`src/verilog/cable_echo_pkg.sv`:
```
// Package: offsets, fields, reset values and carrier types for the cable echo test registers
package cable_echo_pkg;
   localparam int ADDR_W = 10;
   localparam int DATA_W = 32;
   localparam int REG_W = 16;
   localparam int PEAK_W = 8;
   localparam int PEAK_N = 12;
   // Register indices as printed; byte address is four times the index
   localparam logic [ADDR_W-1:0] IDX_CONFIG = 10'h180;
   localparam logic [ADDR_W-1:0] IDX_PEAKS_A01 = 10'h190;
   localparam logic [ADDR_W-1:0] IDX_PEAKS_A23 = 10'h191;
   localparam logic [ADDR_W-1:0] IDX_PEAKS_A4_B0 = 10'h192;
   localparam logic [ADDR_W-1:0] IDX_PEAKS_B12 = 10'h193;
   localparam logic [ADDR_W-1:0] IDX_PEAKS_B34 = 10'h194;
   localparam logic [ADDR_W-1:0] IDX_PEAKS_C01 = 10'h195;
   localparam int IDX_PEAKS_FIRST = 10'h190;
   // Own registers: test control and status
   localparam logic [ADDR_W-1:0] IDX_CONTROL = 10'h1A0;
   localparam logic [ADDR_W-1:0] IDX_STATUS = 10'h1A1;
   localparam int CTL_START_BIT = 0;
   localparam int STS_BUSY_BIT = 0;
   localparam int STS_DONE_BIT = 1;
   // Configuration fields
   localparam int SKIP_CD_BIT = 12;
   localparam int CROSS_OFF_BIT = 11;
   localparam int LINK_CHK_BIT = 10;
   localparam int AVG_HI = 9;
   localparam int AVG_LO = 7;
   localparam int SEG_HI = 6;
   localparam int SEG_LO = 4;
   localparam int CYC_HI = 3;
   localparam int CYC_LO = 0;
   localparam logic [2:0] AVG_RESERVED = 3'h7;
   localparam logic [2:0] AVG_RESET = 3'h6;
   localparam logic [2:0] SEG_RESET = 3'h5;
   localparam logic [3:0] CYC_RESET = 4'h2;
   localparam logic [REG_W-1:0] ZERO16 = 16'h0000;
   localparam logic [DATA_W-1:0] ZERO32 = 32'h00000000;
   localparam logic [PEAK_W-1:0] PEAK_RESET = 8'h00;

   typedef struct packed {
      logic skipPairsCD;
      logic crossListenOff;
      logic linkPulseCheck;
      logic [2:0] echoAverageCount;
      logic [2:0] echoSegmentCount;
      logic [3:0] echoCycleTime;
   } echo_cfg_t;

   localparam echo_cfg_t CFG_RESET = '{1'b0, 1'b0, 1'b1, AVG_RESET, SEG_RESET, CYC_RESET};

   typedef struct packed {
      logic valid;
      logic [PEAK_N-1:0][PEAK_W-1:0] peaks;
   } peak_result_t;

   typedef enum logic [1:0] {
      BUS_IDLE = 2'b00,
      BUS_ANSWER = 2'b01
   } bus_state_t;

   // Peaks in order a0..a4, b0..b4, c0, c1; returns the 16-bit word at an index offset
   function automatic logic [REG_W-1:0] peakWord(input logic [PEAK_N-1:0][PEAK_W-1:0] p,
                                                 input int k);
      peakWord = {p[2*k+1], p[2*k]};
   endfunction : peakWord
endpackage : cable_echo_pkg

```
`src/verilog/cable_echo_test_regs.sv`:
```
// Top: Avalon-MM slave for the cable echo test configuration and peak registers
`timescale 1ns/1ns
//
// Contract
// - Config bit 12 set excludes pairs C and D from the test.
// - Config bit 11 set listens only on the transmitting pair.
// - Config bit 10, reset one, checks link pulses during silence.
// - Bits 9:7 pick averaging count, 1 to 64 cycles, reset code 110.
// - Averaging code 111 writes ignored; field keeps its previous value.
// - Bits 6:4 set segment count, reset 101.
// - Bits 3:0 set cycle time in microseconds, reset 010.
// - Peak fields are 8-bit read-only, reset zero, unchanged by writes.
// - Pair A peaks at 0x190, 0x191 and low byte of 0x192.
// - Pair B peaks: high byte 0x192, then 0x193 and 0x194.
// - Pair C peaks 0 and 1 at 0x195 low and high.
// - Config bits 15:13 read zero, writes ignored.
module cable_echo_test_regs
   import cable_echo_pkg::*;
(
   input wire logic sys_clk,
   input wire logic rst_b,
   input wire logic clkEn,
   input wire logic [ADDR_W+1:0] avs_address,
   input wire logic avs_read,
   input wire logic avs_write,
   input wire logic [DATA_W-1:0] avs_writedata,
   input wire logic [3:0] avs_byteenable,
   output logic [DATA_W-1:0] avs_readdata,
   output logic avs_waitrequest,
   output logic [1:0] avs_response,
   input peak_result_t testResult,
   output echo_cfg_t echoCfg,
   output logic testStart
);
   localparam logic [1:0] RESP_OK = 2'b00;
   localparam logic [1:0] RESP_DECERR = 2'b11;

   bus_state_t busState;
   logic [ADDR_W-1:0] idx;
   logic lowLanes;
   logic cfgWr;
   logic [REG_W-1:0] cfgWord;
   logic [PEAK_N-1:0][PEAK_W-1:0] peaks;
   logic busy_reg;
   logic done_reg;
   logic startReq;
   logic [REG_W-1:0] rdWord;
   logic hit;
   logic [DATA_W-1:0] readdata_reg;
   logic [1:0] response_reg;

   assign idx = avs_address[ADDR_W+1:2];
   assign lowLanes = avs_byteenable[0] && avs_byteenable[1];

   // Address decode for reads
   always_comb begin
      hit = 1'b1;
      rdWord = ZERO16;
      if (idx == IDX_CONFIG) begin
         rdWord = cfgWord;
      end else if (idx == IDX_PEAKS_A01) begin
         rdWord = peakWord(peaks, 0);
      end else if (idx == IDX_PEAKS_A23) begin
         rdWord = peakWord(peaks, 1);
      end else if (idx == IDX_PEAKS_A4_B0) begin
         rdWord = peakWord(peaks, 2);
      end else if (idx == IDX_PEAKS_B12) begin
         rdWord = peakWord(peaks, 3);
      end else if (idx == IDX_PEAKS_B34) begin
         rdWord = peakWord(peaks, 4);
      end else if (idx == IDX_PEAKS_C01) begin
         rdWord = peakWord(peaks, 5);
      end else if (idx == IDX_CONTROL) begin
         rdWord = ZERO16;
      end else if (idx == IDX_STATUS) begin
         rdWord = ZERO16;
         rdWord[STS_BUSY_BIT] = busy_reg;
         rdWord[STS_DONE_BIT] = done_reg;
      end else begin
         hit = 1'b0;
      end
   end

   // Request accepted in IDLE, answered one cycle later
   assign avs_waitrequest = (busState == BUS_IDLE);
   assign cfgWr = clkEn && (busState == BUS_IDLE) && avs_write && lowLanes
                  && (idx == IDX_CONFIG);
   assign startReq = clkEn && (busState == BUS_IDLE) && avs_write && avs_byteenable[0]
                     && (idx == IDX_CONTROL) && avs_writedata[CTL_START_BIT];

   always_ff @(posedge sys_clk or negedge rst_b) begin
      if (!rst_b) begin
         busState <= BUS_IDLE;
      end else if (clkEn) begin
         case (busState)
            BUS_IDLE: begin
               if (avs_read || avs_write) begin
                  busState <= BUS_ANSWER;
               end
            end
            BUS_ANSWER: begin
               busState <= BUS_IDLE;
            end
            default: begin
               busState <= BUS_IDLE;
            end
         endcase
      end
   end

   always_ff @(posedge sys_clk or negedge rst_b) begin
      if (!rst_b) begin
         readdata_reg <= ZERO32;
         response_reg <= RESP_OK;
      end else if (clkEn && busState == BUS_IDLE && (avs_read || avs_write)) begin
         readdata_reg <= avs_read ? {16'h0000, rdWord} : ZERO32;
         response_reg <= hit ? RESP_OK : RESP_DECERR;
      end
   end

   // Test start pulse and busy/done status; completion wins over a new start in busy/done; testStart follows a start with busy_reg clear by one cycle
   always_ff @(posedge sys_clk or negedge rst_b) begin
      if (!rst_b) begin
         busy_reg <= 1'b0;
         done_reg <= 1'b0;
         testStart <= 1'b0;
      end else if (clkEn) begin
         testStart <= startReq && !busy_reg;
         if (testResult.valid) begin
            busy_reg <= 1'b0;
            done_reg <= 1'b1;
         end else if (startReq && !busy_reg) begin
            busy_reg <= 1'b1;
            done_reg <= 1'b0;
         end
      end
   end

   echo_config_reg uConfig (
      .sys_clk(sys_clk),
      .rst_b(rst_b),
      .clkEn(clkEn),
      .wrEn(cfgWr),
      .wrData(avs_writedata[REG_W-1:0]),
      .cfg(echoCfg),
      .rdWord(cfgWord)
   );

   // Peaks have no write path from the bus
   echo_peak_store uPeaks (
      .sys_clk(sys_clk),
      .rst_b(rst_b),
      .clkEn(clkEn),
      .result(testResult),
      .peaks(peaks)
   );

   assign avs_readdata = readdata_reg;
   assign avs_response = response_reg;
endmodule : cable_echo_test_regs

```
`src/verilog/echo_config_reg.sv`:
```
// Configuration register with reserved-code filtering
`timescale 1ns/1ns
module echo_config_reg
   import cable_echo_pkg::*;
(
   input wire logic sys_clk,
   input wire logic rst_b,
   input wire logic clkEn,
   input wire logic wrEn,
   input wire logic [REG_W-1:0] wrData,
   output echo_cfg_t cfg,
   output logic [REG_W-1:0] rdWord
);
   echo_cfg_t cfg_reg;

   always_ff @(posedge sys_clk or negedge rst_b) begin
      if (!rst_b) begin
         cfg_reg <= CFG_RESET;
      end else if (clkEn && wrEn) begin
         cfg_reg.skipPairsCD <= wrData[SKIP_CD_BIT];
         cfg_reg.crossListenOff <= wrData[CROSS_OFF_BIT];
         cfg_reg.linkPulseCheck <= wrData[LINK_CHK_BIT];
         if (wrData[AVG_HI:AVG_LO] != AVG_RESERVED) begin
            cfg_reg.echoAverageCount <= wrData[AVG_HI:AVG_LO];
         end
         cfg_reg.echoSegmentCount <= wrData[SEG_HI:SEG_LO];
         cfg_reg.echoCycleTime <= wrData[CYC_HI:CYC_LO];
      end
   end

   assign cfg = cfg_reg;
   // Upper bits read zero
   assign rdWord = {3'h0, cfg_reg};
endmodule : echo_config_reg

```
`src/verilog/echo_peak_store.sv`:
```
// Peak location store, loaded in one step at test completion
`timescale 1ns/1ns
module echo_peak_store
   import cable_echo_pkg::*;
(
   input wire logic sys_clk,
   input wire logic rst_b,
   input wire logic clkEn,
   input peak_result_t result,
   output logic [PEAK_N-1:0][PEAK_W-1:0] peaks
);
   logic [PEAK_N-1:0][PEAK_W-1:0] peaks_reg;

   always_ff @(posedge sys_clk or negedge rst_b) begin
      if (!rst_b) begin
         for (int i = 0; i < PEAK_N; i++) begin
            peaks_reg[i] <= PEAK_RESET;
         end
      end else if (clkEn && result.valid) begin
         peaks_reg <= result.peaks;
      end
   end

   assign peaks = peaks_reg;
endmodule : echo_peak_store
```
`config.mk`:
```
export PLATFORM = sky130hd
export DESIGN_NAME = cable_echo_test_regs
export DESIGN_NICKNAME = d
export VERILOG_FILES = /design/src/verilog/cable_echo_pkg.sv /design/src/verilog/cable_echo_test_regs.sv /design/src/verilog/echo_config_reg.sv /design/src/verilog/echo_peak_store.sv
export SDC_FILE = /design/constraint.sdc
export NUM_CORES = 1
export LEC_CHECK = 0
export BUFFER_PORTS_ARGS = -buffer_cell sky130_fd_sc_hd__buf_2
export CAP_MARGIN = 20
export CORE_ASPECT_RATIO = 2
export CORE_MARGIN = 4
export CORE_UTILIZATION = 40
export DETAILED_ROUTE_END_ITERATION = 8
export PLACE_DENSITY = 0.65
export SETUP_SLACK_MARGIN = 0.15
export SLEW_MARGIN = 10
export SYNTH_ARGS = -nofsm -noshare
export SYNTH_HDL_FRONTEND = slang
export SYNTH_SLANG_ARGS = --single-unit
```
`constraint.sdc`:
```
create_clock -name sys_clk -period 4.4 [get_ports sys_clk]
set_clock_uncertainty 0.2 [all_clocks]
set_input_delay 0.22 -clock sys_clk [delete_from_list [all_inputs] [get_ports sys_clk]]
set_output_delay 0.22 -clock sys_clk [all_outputs]
set_load 0.02 [all_outputs]
```
# == Word-level counts from Yosys, hierarchy flattened ==
# Index checks and enable logic that the tools add are counted.
# W data, S select, Z words.
# word_totals
register_bits,148
in_bits,150
output_inout_bits,49
word_cells,80
# classes
eq_ne,11
muxes,26
n_reduce_logical,19
# op_table
cell,count
$mux W16,8
$eq A10 B9 Y1 const B,9
$mux W1,13
$logic_and A1 B1 Y1,12
$mux W2,5
$reduce_and A2 Y1,3
$ne A3 B3 Y1 const B,1
$logic_not A2 Y1,1
$ne A2 B1 Y1 const B,1
$reduce_bool A2 Y1,1
$logic_not A1 Y1,1
$logic_or A1 B1 Y1,1

# == Depth between registers and ports, before layout ==
# Gate-level depths: netlist of run 1.
# logic_depth
word_depth,11
mapped_depth,7
mapped_depth_nobuf,5

# == Hierarchy ==
# From an unflattened synthesis of run 1, not the netlist that was laid out.
# unflattened
hier_cells,479
area_unflattened_um2,6418.7
# modules_own_cells
module,n_inst,cells_each,area_each_um2,seq_area_each_um2
echo_peak_store,1,203,3718.6,2402.3
cable_echo_test_regs,1,228,2053.2,525.5
echo_config_reg,1,48,646.9,332.8

# == Least setup slack after synthesis of run 1 ==
# OpenSTA, ideal clock, no wires.
# synth_timing
kind,input-to-reg
from,in avs_address[3]
to,"reg uConfig.cfg_reg, in the netlist uConfig.cfg[11]"
setup_time_ns,0.117
arrival_ns,1.629
t_required_ns,4.083
setup_slack_ns,2.454
path_stages,7
path_buffers,2
path_cell_list,buf_6 or4_4 nor3_4 nand3_1 buf_2 nand2_1 nand2_1
# synth_between
elab_chain_len,3
# synth_lines
item,line_no,source
start: declaration,cable_echo_test_regs.sv:23,"input wire logic [ADDR_W+1:0] avs_address,"
$eq A10 B9 Y1,cable_echo_test_regs.sv:87,&& (idx == IDX_CONFIG);
$logic_and A1 B1 Y1,cable_echo_test_regs.sv:87,
$logic_and A1 B1 Y1,echo_config_reg.sv:19,end else if (clkEn && wrEn) begin
end: declaration,echo_config_reg.sv:14,echo_cfg_t cfg_reg;
# Every way passes these cells.
# A chain may end at the register's enable or synchronous reset.

# == Final worst setup path of run 1 ==
# layout_timing
from,in avs_address[3]
to,"reg uConfig.cfg_reg, in the netlist uConfig.cfg[7]"
# layout_between
elab_chain_len,4
# layout_lines
item,line_no
$eq A10 B9 Y1,cable_echo_test_regs.sv:87
$logic_and A1 B1 Y1,cable_echo_test_regs.sv:87
$logic_and A1 B1 Y1,echo_config_reg.sv:19
$reduce_and A2 Y1 (no source line),--
# Every way passes these cells.

==> metrics.txt, run 1 <==
Gate Count Post-Synth approximately 500; Initial Utilization 0.410; max frequency 310 MHz; r2r startpoint busState[0]; CTS root buf clkbuf_16; htree depth 4; Post-synth ARST share 1.00; Post-Route WL 18,200 µm; Hold Violations, Final 0; Switching Fraction 0.257; Synth cell types 50; max FFs per register 96; register share of total power 0.421; Hold EP avs_readdata[14]; Clock transition at path regs 0.06 ns; DRT antenna net count 0; Detailed Place HPWL 12,400 µm; Final period util 0.733; drt drc 0; I/O Buffers 159; die boundary height roughly 180 µm; First-pass DRT Iterations 4; grt ovf 0; # rows 63; # setup viols final 0; startpoint of the worst hold path avs_address[4]; Worst Setup Path Type primary input to register; reg-to-reg endpoint uConfig.cfg[7]; post-synthesis sequential area ratio 0.532; worst hold stages 3; Mean Syn Cell Area about 12 µm²; Mapped Area 0.00613 mm²; DRT iter0 DRCs 206; switching power 0.860 mW; fin crit period 3.22 ns; Hold WC Path Type primary input to register; core area 0.0150 mm²; Num CTS Buffers 17; number of flops mapped to enable cells by yosys 0; most frequent cells in the layout buf_2 (158), dfrtp_1 (124), dlygate4sd3_1 (113), mux2_2 (101), nand2_1 (46); Die ar. 0.0175 mm²; CP bufs+invs 2; via count roughly 5,000; Final WS setup around 1.2 ns; worst r2r path cells 6; Final nets 925; critical path depth 7; unrepaired setup endpoints after global routing no; Required @ worst endpoint approximately 4.6 ns; vias in the first global route about 5,500; Top FF cell, synth dfrtp_1; clk_lat worst skew 0.42 ns; GRT Util Overall 0.213; origin of the worst setup path avs_address[3]; synth warn 0; PD cells 383 mW/mm²; initial antenna violation count 0; clock network fraction of total power 0.428; WL/cell 18.5 µm; CTS tree done; status completed; largest net degree at the start of global routing 91; die width 95.6 µm; Synth Register Bits between 100 and 150; GPL Wtd Cong 0.834; Arrival @ worst endpoint 3.38 ns; Area growth syn-to-layout 42.5%; Gate power share 0.151; io pins 199; Slew headroom 0.295; max-slew violations 0; VDD IR max 0.000273 V; Int Power 2.48 mW; total power 3.35 mW; max-cap viol count 0; Leak Pwr 4.11 nW; Least-Margin Pin Slew 1.06 ns; Top Family by Delay on Critical Path simple AND/OR/NAND/NOR gates; Inserted Diodes 0; CTS sink count 130; Setup TNS 0 ns; Worst setup EP type register; Placement Setup Slack roughly 1.3 ns; commonest non-fill, non-tap cell in the layout buf_2; clock buffer depth 2; startpoint class of the critical path primary input; Worst path slowest cell or4_4; CP Max Fanout 27; fraction of layout cells with a size suffix above 1 0.390; max incr delay on CP 0.66 ns; Via density 5.21; flop-to-flop setup slack 1.70 ns; first-pass GRT wire length 28,200 µm; worst-path cell chain buf_2, or4_4, nor3_4, nand3_1, a21oi_1, o22a_1, dlygate4sd3_1
-- cells by family (layout without fill, tap and decap cells) --
| family | Yosys count | count (layout) | share of synthesized area |
|---|---|---|---|
| AO/OA/AOI/OAI | 98 | 98 | 0.111 |
| buffers and inverters | 55 | 316 | 0.0481 |
| flip-flops | 130 | 130 | 0.532 |
| multiplexers | 128 | 128 | 0.229 |
| other | 1 | 16 | 0.000611 |
| AND/OR/NAND/NOR | 100 | 100 | 0.0792 |
-- synth_stat cells, types with 2 or more instances --
cell / n / area [µm²]
dfrtp_1: 124 / 3100
mux2_2: 101 / 1140
nand2_1: 47 / 176
a21oi_1: 27 / 135
mux2i_1: 27 / 270
buf_4: 17 / 128
a22o_1: 14 / 123
o21ai_0: 14 / 70.1
clkbuf_1: 12 / 45.0
nor2_1: 12 / 45.0
nor3_1: 10 / 50.1
buf_1: 8 / 30.0
buf_2: 8 / 40.0
o32ai_1: 8 / 70.1
a2bb2oi_1: 7 / 61.3
inv_1: 7 / 26.3
o22ai_1: 7 / 43.8
dfstp_2: 6 / 158
nand3_1: 6 / 30.0
a32oi_1: 5 / 43.8
nor2b_1: 4 / 25.0
a32o_1: 3 / 30.0
and3_1: 3 / 18.8
nand2b_1: 3 / 18.8
o22a_1: 3 / 26.3
and2_1: 2 / 12.5
buf_6: 2 / 22.5
o21ai_1: 2 / 10.0
o221ai_1: 2 / 17.5
-- worst reg2reg max path, cell delays in order, from the launching register on --
cell,delay (ns)
dfrtp_1,0.37
nor2b_1,0.22
and3_1,0.26
nand3_1,0.48
a21oi_1,0.38
o22a_1,0.19
dlygate4sd3_1,0.54
-- final cells by class --
class / count / area [µm²]
clock buffer: 19 / 453
clock inverter: 13 / 150
fill: 1277 / 6230
inverter: 8 / 30.0
multi-input combinational: 342 / 2640
sequential: 130 / 3260
tap: 195 / 244
timing repair buffer: 276 / 1960
-- power groups by stage --
stage          Clock, mW  Sequential [mW]  Combinational [mW]
6_report            1.43             1.41               0.507
3_3_place_gp           0             1.42               0.415
2_1_floorplan          0             1.40               0.286
3_5_place_dp           0             1.43               0.429
4_1_cts             1.45             1.40               0.508
5_1_grt             1.51             1.42               0.551
-- stage by stage --
| stage | util | area (µm²) | instances | hold WS, ns |
|---|---|---|---|---|
| floorplan | - | 6190 | 527 | -0.276 |
| global placement | 0.468 | 7010 | 838 | 0.126 |
| detailed placement | 0.468 | 7010 | 838 | 0.151 |
| CTS | 0.584 | 8740 | 983 | 0.0512 |
| global route | 0.584 | 8740 | 983 | 0.0920 |
| finish | 0.584 | 8740 | 983 | 0.0566 |
-- per-layer routing --
metal  GRT usage  vias to the layer above  part of all wire
met2       0.385                      186              0.55
met1       0.237                     2531              0.37
met5           0                        -                 0
li1            -                     2369                 -
met3      0.0333                       38             0.046
met4      0.0992                        0             0.034
-- worst max path at each step --
stage,end
floorplan,uConfig.cfg[11]
global placement,uConfig.cfg[7]
detailed placement,uConfig.cfg[7]
CTS,uConfig.cfg[7]
global route,uConfig.cfg[7]
finish,uConfig.cfg[7]
-- timing repair --
item,in CTS,in global routing
endpoints found under the hold margin,194,0
buffers inserted,0,0
hold buffers,113,0
endpoints found under the setup margin,0,0
resized for setup,0,0
Power figures use the tool's default switching activity.
==> inputs of run 2 (changes only) <==
==> constraint.sdc (replaced) <==
create_clock -name sys_clk -period 3 [get_ports sys_clk]
set_clock_uncertainty 0.2 [all_clocks]
set_input_delay 0.15 -clock sys_clk [delete_from_list [all_inputs] [get_ports sys_clk]]
set_output_delay 0.15 -clock sys_clk [all_outputs]
set_load 0.02 [all_outputs]
==> run 2 against run 1 <==
  * Final cell count is 0.71% higher
  * Largest power group unchanged
  * Die area did not move
  * Critical endpoint is now uConfig.cfg[8]
  * Clock-buffer cell count unchanged
  * First-iteration DRC count grew 21%
==> metrics.txt, run 2 (synthesis results as in run 1) <==
Filler cells 1,229 (-3.8%); max FFs per register 96 (unchanged); CTS sink count 130 (unchanged); Die ar. 0.0175 mm² (unchanged); largest net degree at the start of global routing 77 (-15%); First-pass DRT Iterations 5 (+1); grt ovf 0 (unchanged); Arrival @ worst endpoint 2.61 ns (-0.77 ns); max-cap viol count 0 (unchanged); clk_lat worst skew 0.42 ns (about the same); GRT Util Overall 0.218 (+0.00570); core area 0.0150 mm² (unchanged); via count 5,141 (+0.33%); # setup viols final 0 (unchanged); DRT antenna net count 0 (unchanged); startpoint class of the critical path primary input; DRT iter0 DRCs 250 (+21%); clock network fraction of total power 0.456 (+0.028); max frequency ~400 MHz; Initial Utilization 0.410 (unchanged); hold slack 0.0376 ns (-0.0191 ns); Switching Fraction 0.237 (-0.0201); Worst setup EP type register; Least-Margin Pin Slew 0.712 ns (-0.346 ns); CTS root buf clkbuf_16; max-slew violations 0 (unchanged); Final period util 0.815; register share of total power 0.399 (-0.022); die width 95.6 µm (unchanged); Worst Setup Path Type primary input to register; initial antenna violation count 2 (+2); GPL Wtd Cong 0.873 (+4.6%); Post-Route WL 18,500 µm (+1.9%); Required @ worst endpoint 3.17 ns (-1.38 ns); CP Max Fanout 16 (-41%); Int Power 3.95 mW (+59%); Num CTS Buffers 17 (unchanged); status completed; switching power 1.23 mW (+43%); Via density 5.19 (-0.38%); final core utilization 0.594 (+0.0108); htree depth 4 (unchanged); unrepaired setup endpoints after global routing no; Hold Violations, Final 0 (unchanged); Final nets 932 (+0.76%); Clock transition at path regs 0.06 ns (about the same); fin crit period 2.45 ns; PD cells 582 mW/mm² (+52%); Detailed Place HPWL 12,700 µm (+2.4%); Leak Pwr 4.18 nW (+1.9%); Gate power share 0.145 (-0.006); # rows 63 (unchanged); commonest non-fill, non-tap cell in the layout buf_2; most frequent cells in the layout buf_2 (158), dfrtp_1 (124), dlygate4sd3_1 (116), mux2_2 (101), nand2_1 (46); clock buffer depth 2 (unchanged); Hold WC Path Type primary input to register; first-pass GRT wire length 28,800 µm (+1.9%); fraction of layout cells with a size suffix above 1 0.390 (+0.000834); io pins 199 (unchanged); WL/cell 18.7 µm (+1.2%); drt drc 0 (unchanged); Setup TNS 0 ns (unchanged); I/O Buffers 159 (unchanged); CTS tree done; vias in the first global route 5,409 (-1.6%); Area growth syn-to-layout 45.2%; Slew headroom 0.525 (+0.231); VDD IR max 0.000408 V (+49%); die boundary height 183 µm (unchanged)
## run 2: cell type report
type,count,area [µm²],share of cell area
repair buffers,283,2050,0.230
well taps,195,244,0.0274
diodes,1,2.50,0.000281
inverters,8,30.0,0.00337
clock inverters,12,229,0.0257
clock buffers,19,443,0.0497
flip-flops and latches,130,3260,0.366
multi-input cells,342,2650,0.297
## run 2: final timing paths
kind	start	slack, ns	cells after the start	to
worst max-delay path	clkEn	0.55	8	uConfig.cfg[8]
worst min register to register	uConfig.cfg[1]	0.27	2	uConfig.cfg[1]
max in group asynchronous	rst_b	1.70	3	uPeaks.peaks[80]
worst max register to register	busState[0]	0.61	6	uConfig.cfg[8]
worst min-delay path	avs_read	0.04	4	avs_readdata[7]
min in group asynchronous	rst_b	0.13	2	uPeaks.peaks[58]
## run 2: through the flow
step / instances / power, mW / cell area [µm²] / setup WS, ns
floorplan: 527 / 2.48 / 6190 / 1.12
global placement: 842 / 2.69 / 7060 / 0.685
detailed placement: 842 / 2.73 / 7060 / 0.629
CTS: 989 / 5.22 / 8900 / 0.333
global route: 990 / 5.39 / 8900 / 0.364
finish: 990 / 5.18 / 8900 / 0.554
## run 2: routing by layer
metal	vias to the layer above	GRT usage	share of wire
li1	2376	-	-
met1	2522	0.245	0.37
met2	191	0.382	0.54
met3	50	0.0431	0.051
met4	2	0.112	0.042
met5	-	0	0.00070
## run 2: timing repair
action	4_1_cts	5_1_grt
resized for setup	0	1
endpoints found under the setup margin	0	2
buffers inserted	0	0
endpoints found under the hold margin	188	0
hold buffers	116	0
## run 2: power by group through the flow
stage | combinational, mW | clock [mW] | sequential, mW
floorplan | 0.419 | 0 | 2.06
finish | 0.751 | 2.36 | 2.07
detailed placement | 0.633 | 0 | 2.09
global placement | 0.614 | 0 | 2.08
CTS | 0.753 | 2.40 | 2.06
global route | 0.816 | 2.49 | 2.08
## run 2: critical path, cell delays in order
cell	delay, ns
dlygate4sd3_1	0.52
buf_2	0.15
nor2b_1	0.25
and3_1	0.28
nand3_2	0.30
a21oi_1	0.25
o22a_1	0.16
dlygate4sd3_1	0.54
==> inputs of run 3 (changes only) <==
--- a/config.mk
+++ b/config.mk
@@ -11,7 +11,7 @@
 export CORE_MARGIN = 4
 export CORE_UTILIZATION = 40
 export DETAILED_ROUTE_END_ITERATION = 8
-export PLACE_DENSITY = 0.65
+export PLACE_DENSITY = 0.68
 export SETUP_SLACK_MARGIN = 0.15
 export SLEW_MARGIN = 10
 export SYNTH_ARGS = -nofsm -noshare
==> constraint.sdc (replaced) <==
create_clock -name sys_clk -period 2.2 [get_ports sys_clk]
set_clock_uncertainty 0.2 [all_clocks]
set_input_delay 0.11 -clock sys_clk [delete_from_list [all_inputs] [get_ports sys_clk]]
set_output_delay 0.11 -clock sys_clk [all_outputs]
set_load 0.02 [all_outputs]
==> run 3 against run 2 <==
  * Clock power grew 15%
  * Die area stayed put
  * Combinational power is 41% higher
  * Register-to-register slack got worse by 0.13 ns
  * Final cell count is 1.1% higher
  * First-iteration DRC count is 11% higher
  * Routed wire length is 1.2% higher
  * Clock-buffer cell count increased by 4
  * Total power rose by 27%
  * Design area is 0.20% higher
  * Via count grew 1.9%
  * Critical path type unchanged
  * Critical endpoint is now avs_readdata[10]
  * Largest power group is now registers
==> metrics.txt, run 3 (synthesis results as in run 1) <==
status completed; Final nets 942 (+1.1%); Critical Path Sink avs_readdata[10]; r2r startpoint busState[0]; First-pass DRT Iterations 5 (unchanged); Least-Margin Pin Slew 0.603 ns (-0.109 ns); DRT iter0 DRCs 277 (+11%); max frequency 566 MHz; first-pass GRT wire length 29,000 µm (+0.79%); placed cells 855 (+1.5%); worst-path cell chain dlygate4sd3_1, buf_2, nor2b_1, o21ai_1, buf_4, a22o_1; die width 95.6 µm (unchanged); fin crit period 1.77 ns; io pins 199 (unchanged); Required @ worst endpoint 2.28 ns (-0.89 ns); switching power 1.61 mW (+31%); die boundary height 183 µm (unchanged); initial antenna violation count 1 (-1); grt ovf 0 (unchanged); Die ar. 0.0175 mm² (unchanged); commonest non-fill, non-tap cell in the layout buf_2; Clock transition at path regs 0.06 ns (about the same); CTS sink count 130 (unchanged); max FFs per register 96 (unchanged); reg-to-reg endpoint avs_readdata[10]; Filler cells 1,235 (+0.49%); # rows 63 (unchanged); Hold Violations, Final 0 (unchanged); VDD IR max 0.000458 V (+12%); startpoint class of the critical path primary input; clock buffer depth 2 (unchanged); register share of total power 0.429 (+0.030); drt drc 0 (unchanged); clk_lat worst skew 0.40 ns (-0.02 ns); routed wl met3 926 µm (-1.4%); highest routed metal layer met4; origin of the worst setup path clkEn; Detailed Place HPWL 12,900 µm (+1.0%); via count 5,240 (+1.9%); max incr delay on CP 0.53 ns (about the same); # setup viols final 0 (unchanged); Initial Utilization 0.410 (unchanged); met1 wire length 6850 µm (+0.63%); clock network fraction of total power 0.411 (-0.045); Switching Fraction 0.245 (+0.00763); Final period util 0.802; flop-to-flop setup slack 0.48 ns (-0.13 ns); DRT antenna net count 0 (unchanged); unrepaired setup endpoints after global routing no; Worst Setup Path Type primary input to register; htree depth 4 (unchanged); fraction of layout cells with a size suffix above 1 0.398 (+0.00709); post-CTS setup buffers 0 (unchanged); worst r2r path cells 4 (-2); PD cells 739 mW/mm² (+27%); hold slack 0.00558 ns (-0.0320 ns); WL/cell 18.8 µm (+0.13%); worst hold stages 4 (unchanged); most frequent cells in the layout buf_2 (158), dfrtp_1 (124), dlygate4sd3_1 (113), mux2_2 (101), nand2_1 (46); Slew headroom 0.595 (+0.0696); GRT Util Overall 0.220 (+0.00130); Hold WC Path Type primary input to register; max-cap viol count 0 (unchanged); max-slew violations 0 (unchanged); Leak Pwr 4.21 nW (+0.68%); Area growth syn-to-layout 45.5%; CTS root buf clkbuf_16; GPL Wtd Cong 0.907 (+4.0%); metal2 WL 10,100 µm (+1.2%); Worst path slowest cell dlygate4sd3_1; Num CTS Buffers 17 (unchanged); Via density 5.23 (+0.81%); Setup TNS 0 ns (unchanged); core area 0.0150 mm² (unchanged); Non-Filler Instances 1,001 (+1.1%); vias in the first global route 5,600 (+3.5%); CTS tree done; Arrival @ worst endpoint 1.85 ns (-0.76 ns); CP Max Fanout 7 (-9); I/O Buffers 159 (unchanged); Worst setup EP type register; largest net degree at the start of global routing 61 (-21%); Gate power share 0.160 (+0.015); Int Power 4.98 mW (+26%); Post-Route WL 18,800 µm (+1.2%)
## run 3: cell count changes in the layout (fill, tap and decap cells not counted), sizes merged, moves of 3 or more
| cell | change |
|---|---|
| clkbuf | +4 |
| clkinv | +5 |
| bufinv | -4 |
| buf | +13 |
| dlygate4sd3 | -3 |
## run 3: power groups by stage
stage	logic (mW)	clock network, mW	registers, mW
floorplan	0.571	0	2.81
global placement	0.865	0	2.84
detailed placement	0.890	0	2.85
CTS	1.05	2.78	2.81
global route	1.14	2.88	2.85
finish	1.06	2.71	2.83
## run 3: layout make-up
cell class	count	area [µm²]	share of cell area
inverter	8	30.0	0.00337
clock buffer	23	468	0.0525
timing repair buffer	293	2170	0.243
multi-input combinational	342	2640	0.296
sequential	130	3260	0.365
antenna	1	2.50	0.000281
tap	195	244	0.0273
clock inverter	9	109	0.0122
## run 3: how the worst min path moves through the flow
stage | startpoint | to
after floorplan | rst_b | avs_readdata[0]
after global placement | rst_b | uPeaks.peaks[74]
after detailed placement | rst_b | uPeaks.peaks[58]
after CTS | avs_address[4] | avs_readdata[13]
after global routing | avs_address[4] | avs_readdata[13]
final | avs_address[5] | avs_readdata[13]
## run 3: worst max-delay path, delay by kind of cell
kind / cells / cell delay [ns]
buf+inv: 3 / 0.94
compound gates: 2 / 0.53
simple gates: 1 / 0.28
## run 3: through the flow
stage               power (mW)  cell area, µm²  setup WS (ns)   util
finish                    6.59            8920          0.435  0.596
global route              6.87            8920          0.321  0.596
CTS                       6.64            8920          0.429  0.595
detailed placement        3.74            7210          0.115  0.481
global placement          3.70            7210          0.179  0.481
floorplan                 3.38            6190          0.364      -
## run 3: timing repair
item,4_1_cts,5_1_grt
hold buffers,113,0
endpoints found under the hold margin,238,0
gates resized for setup,0,0
## run 3: metal layers
layer / track usage / vias up
li1: - / 2397
met1: 0.244 / 2569
met2: 0.386 / 228
met3: 0.0333 / 46
met4: 0.129 / 0
met5: 0 / -
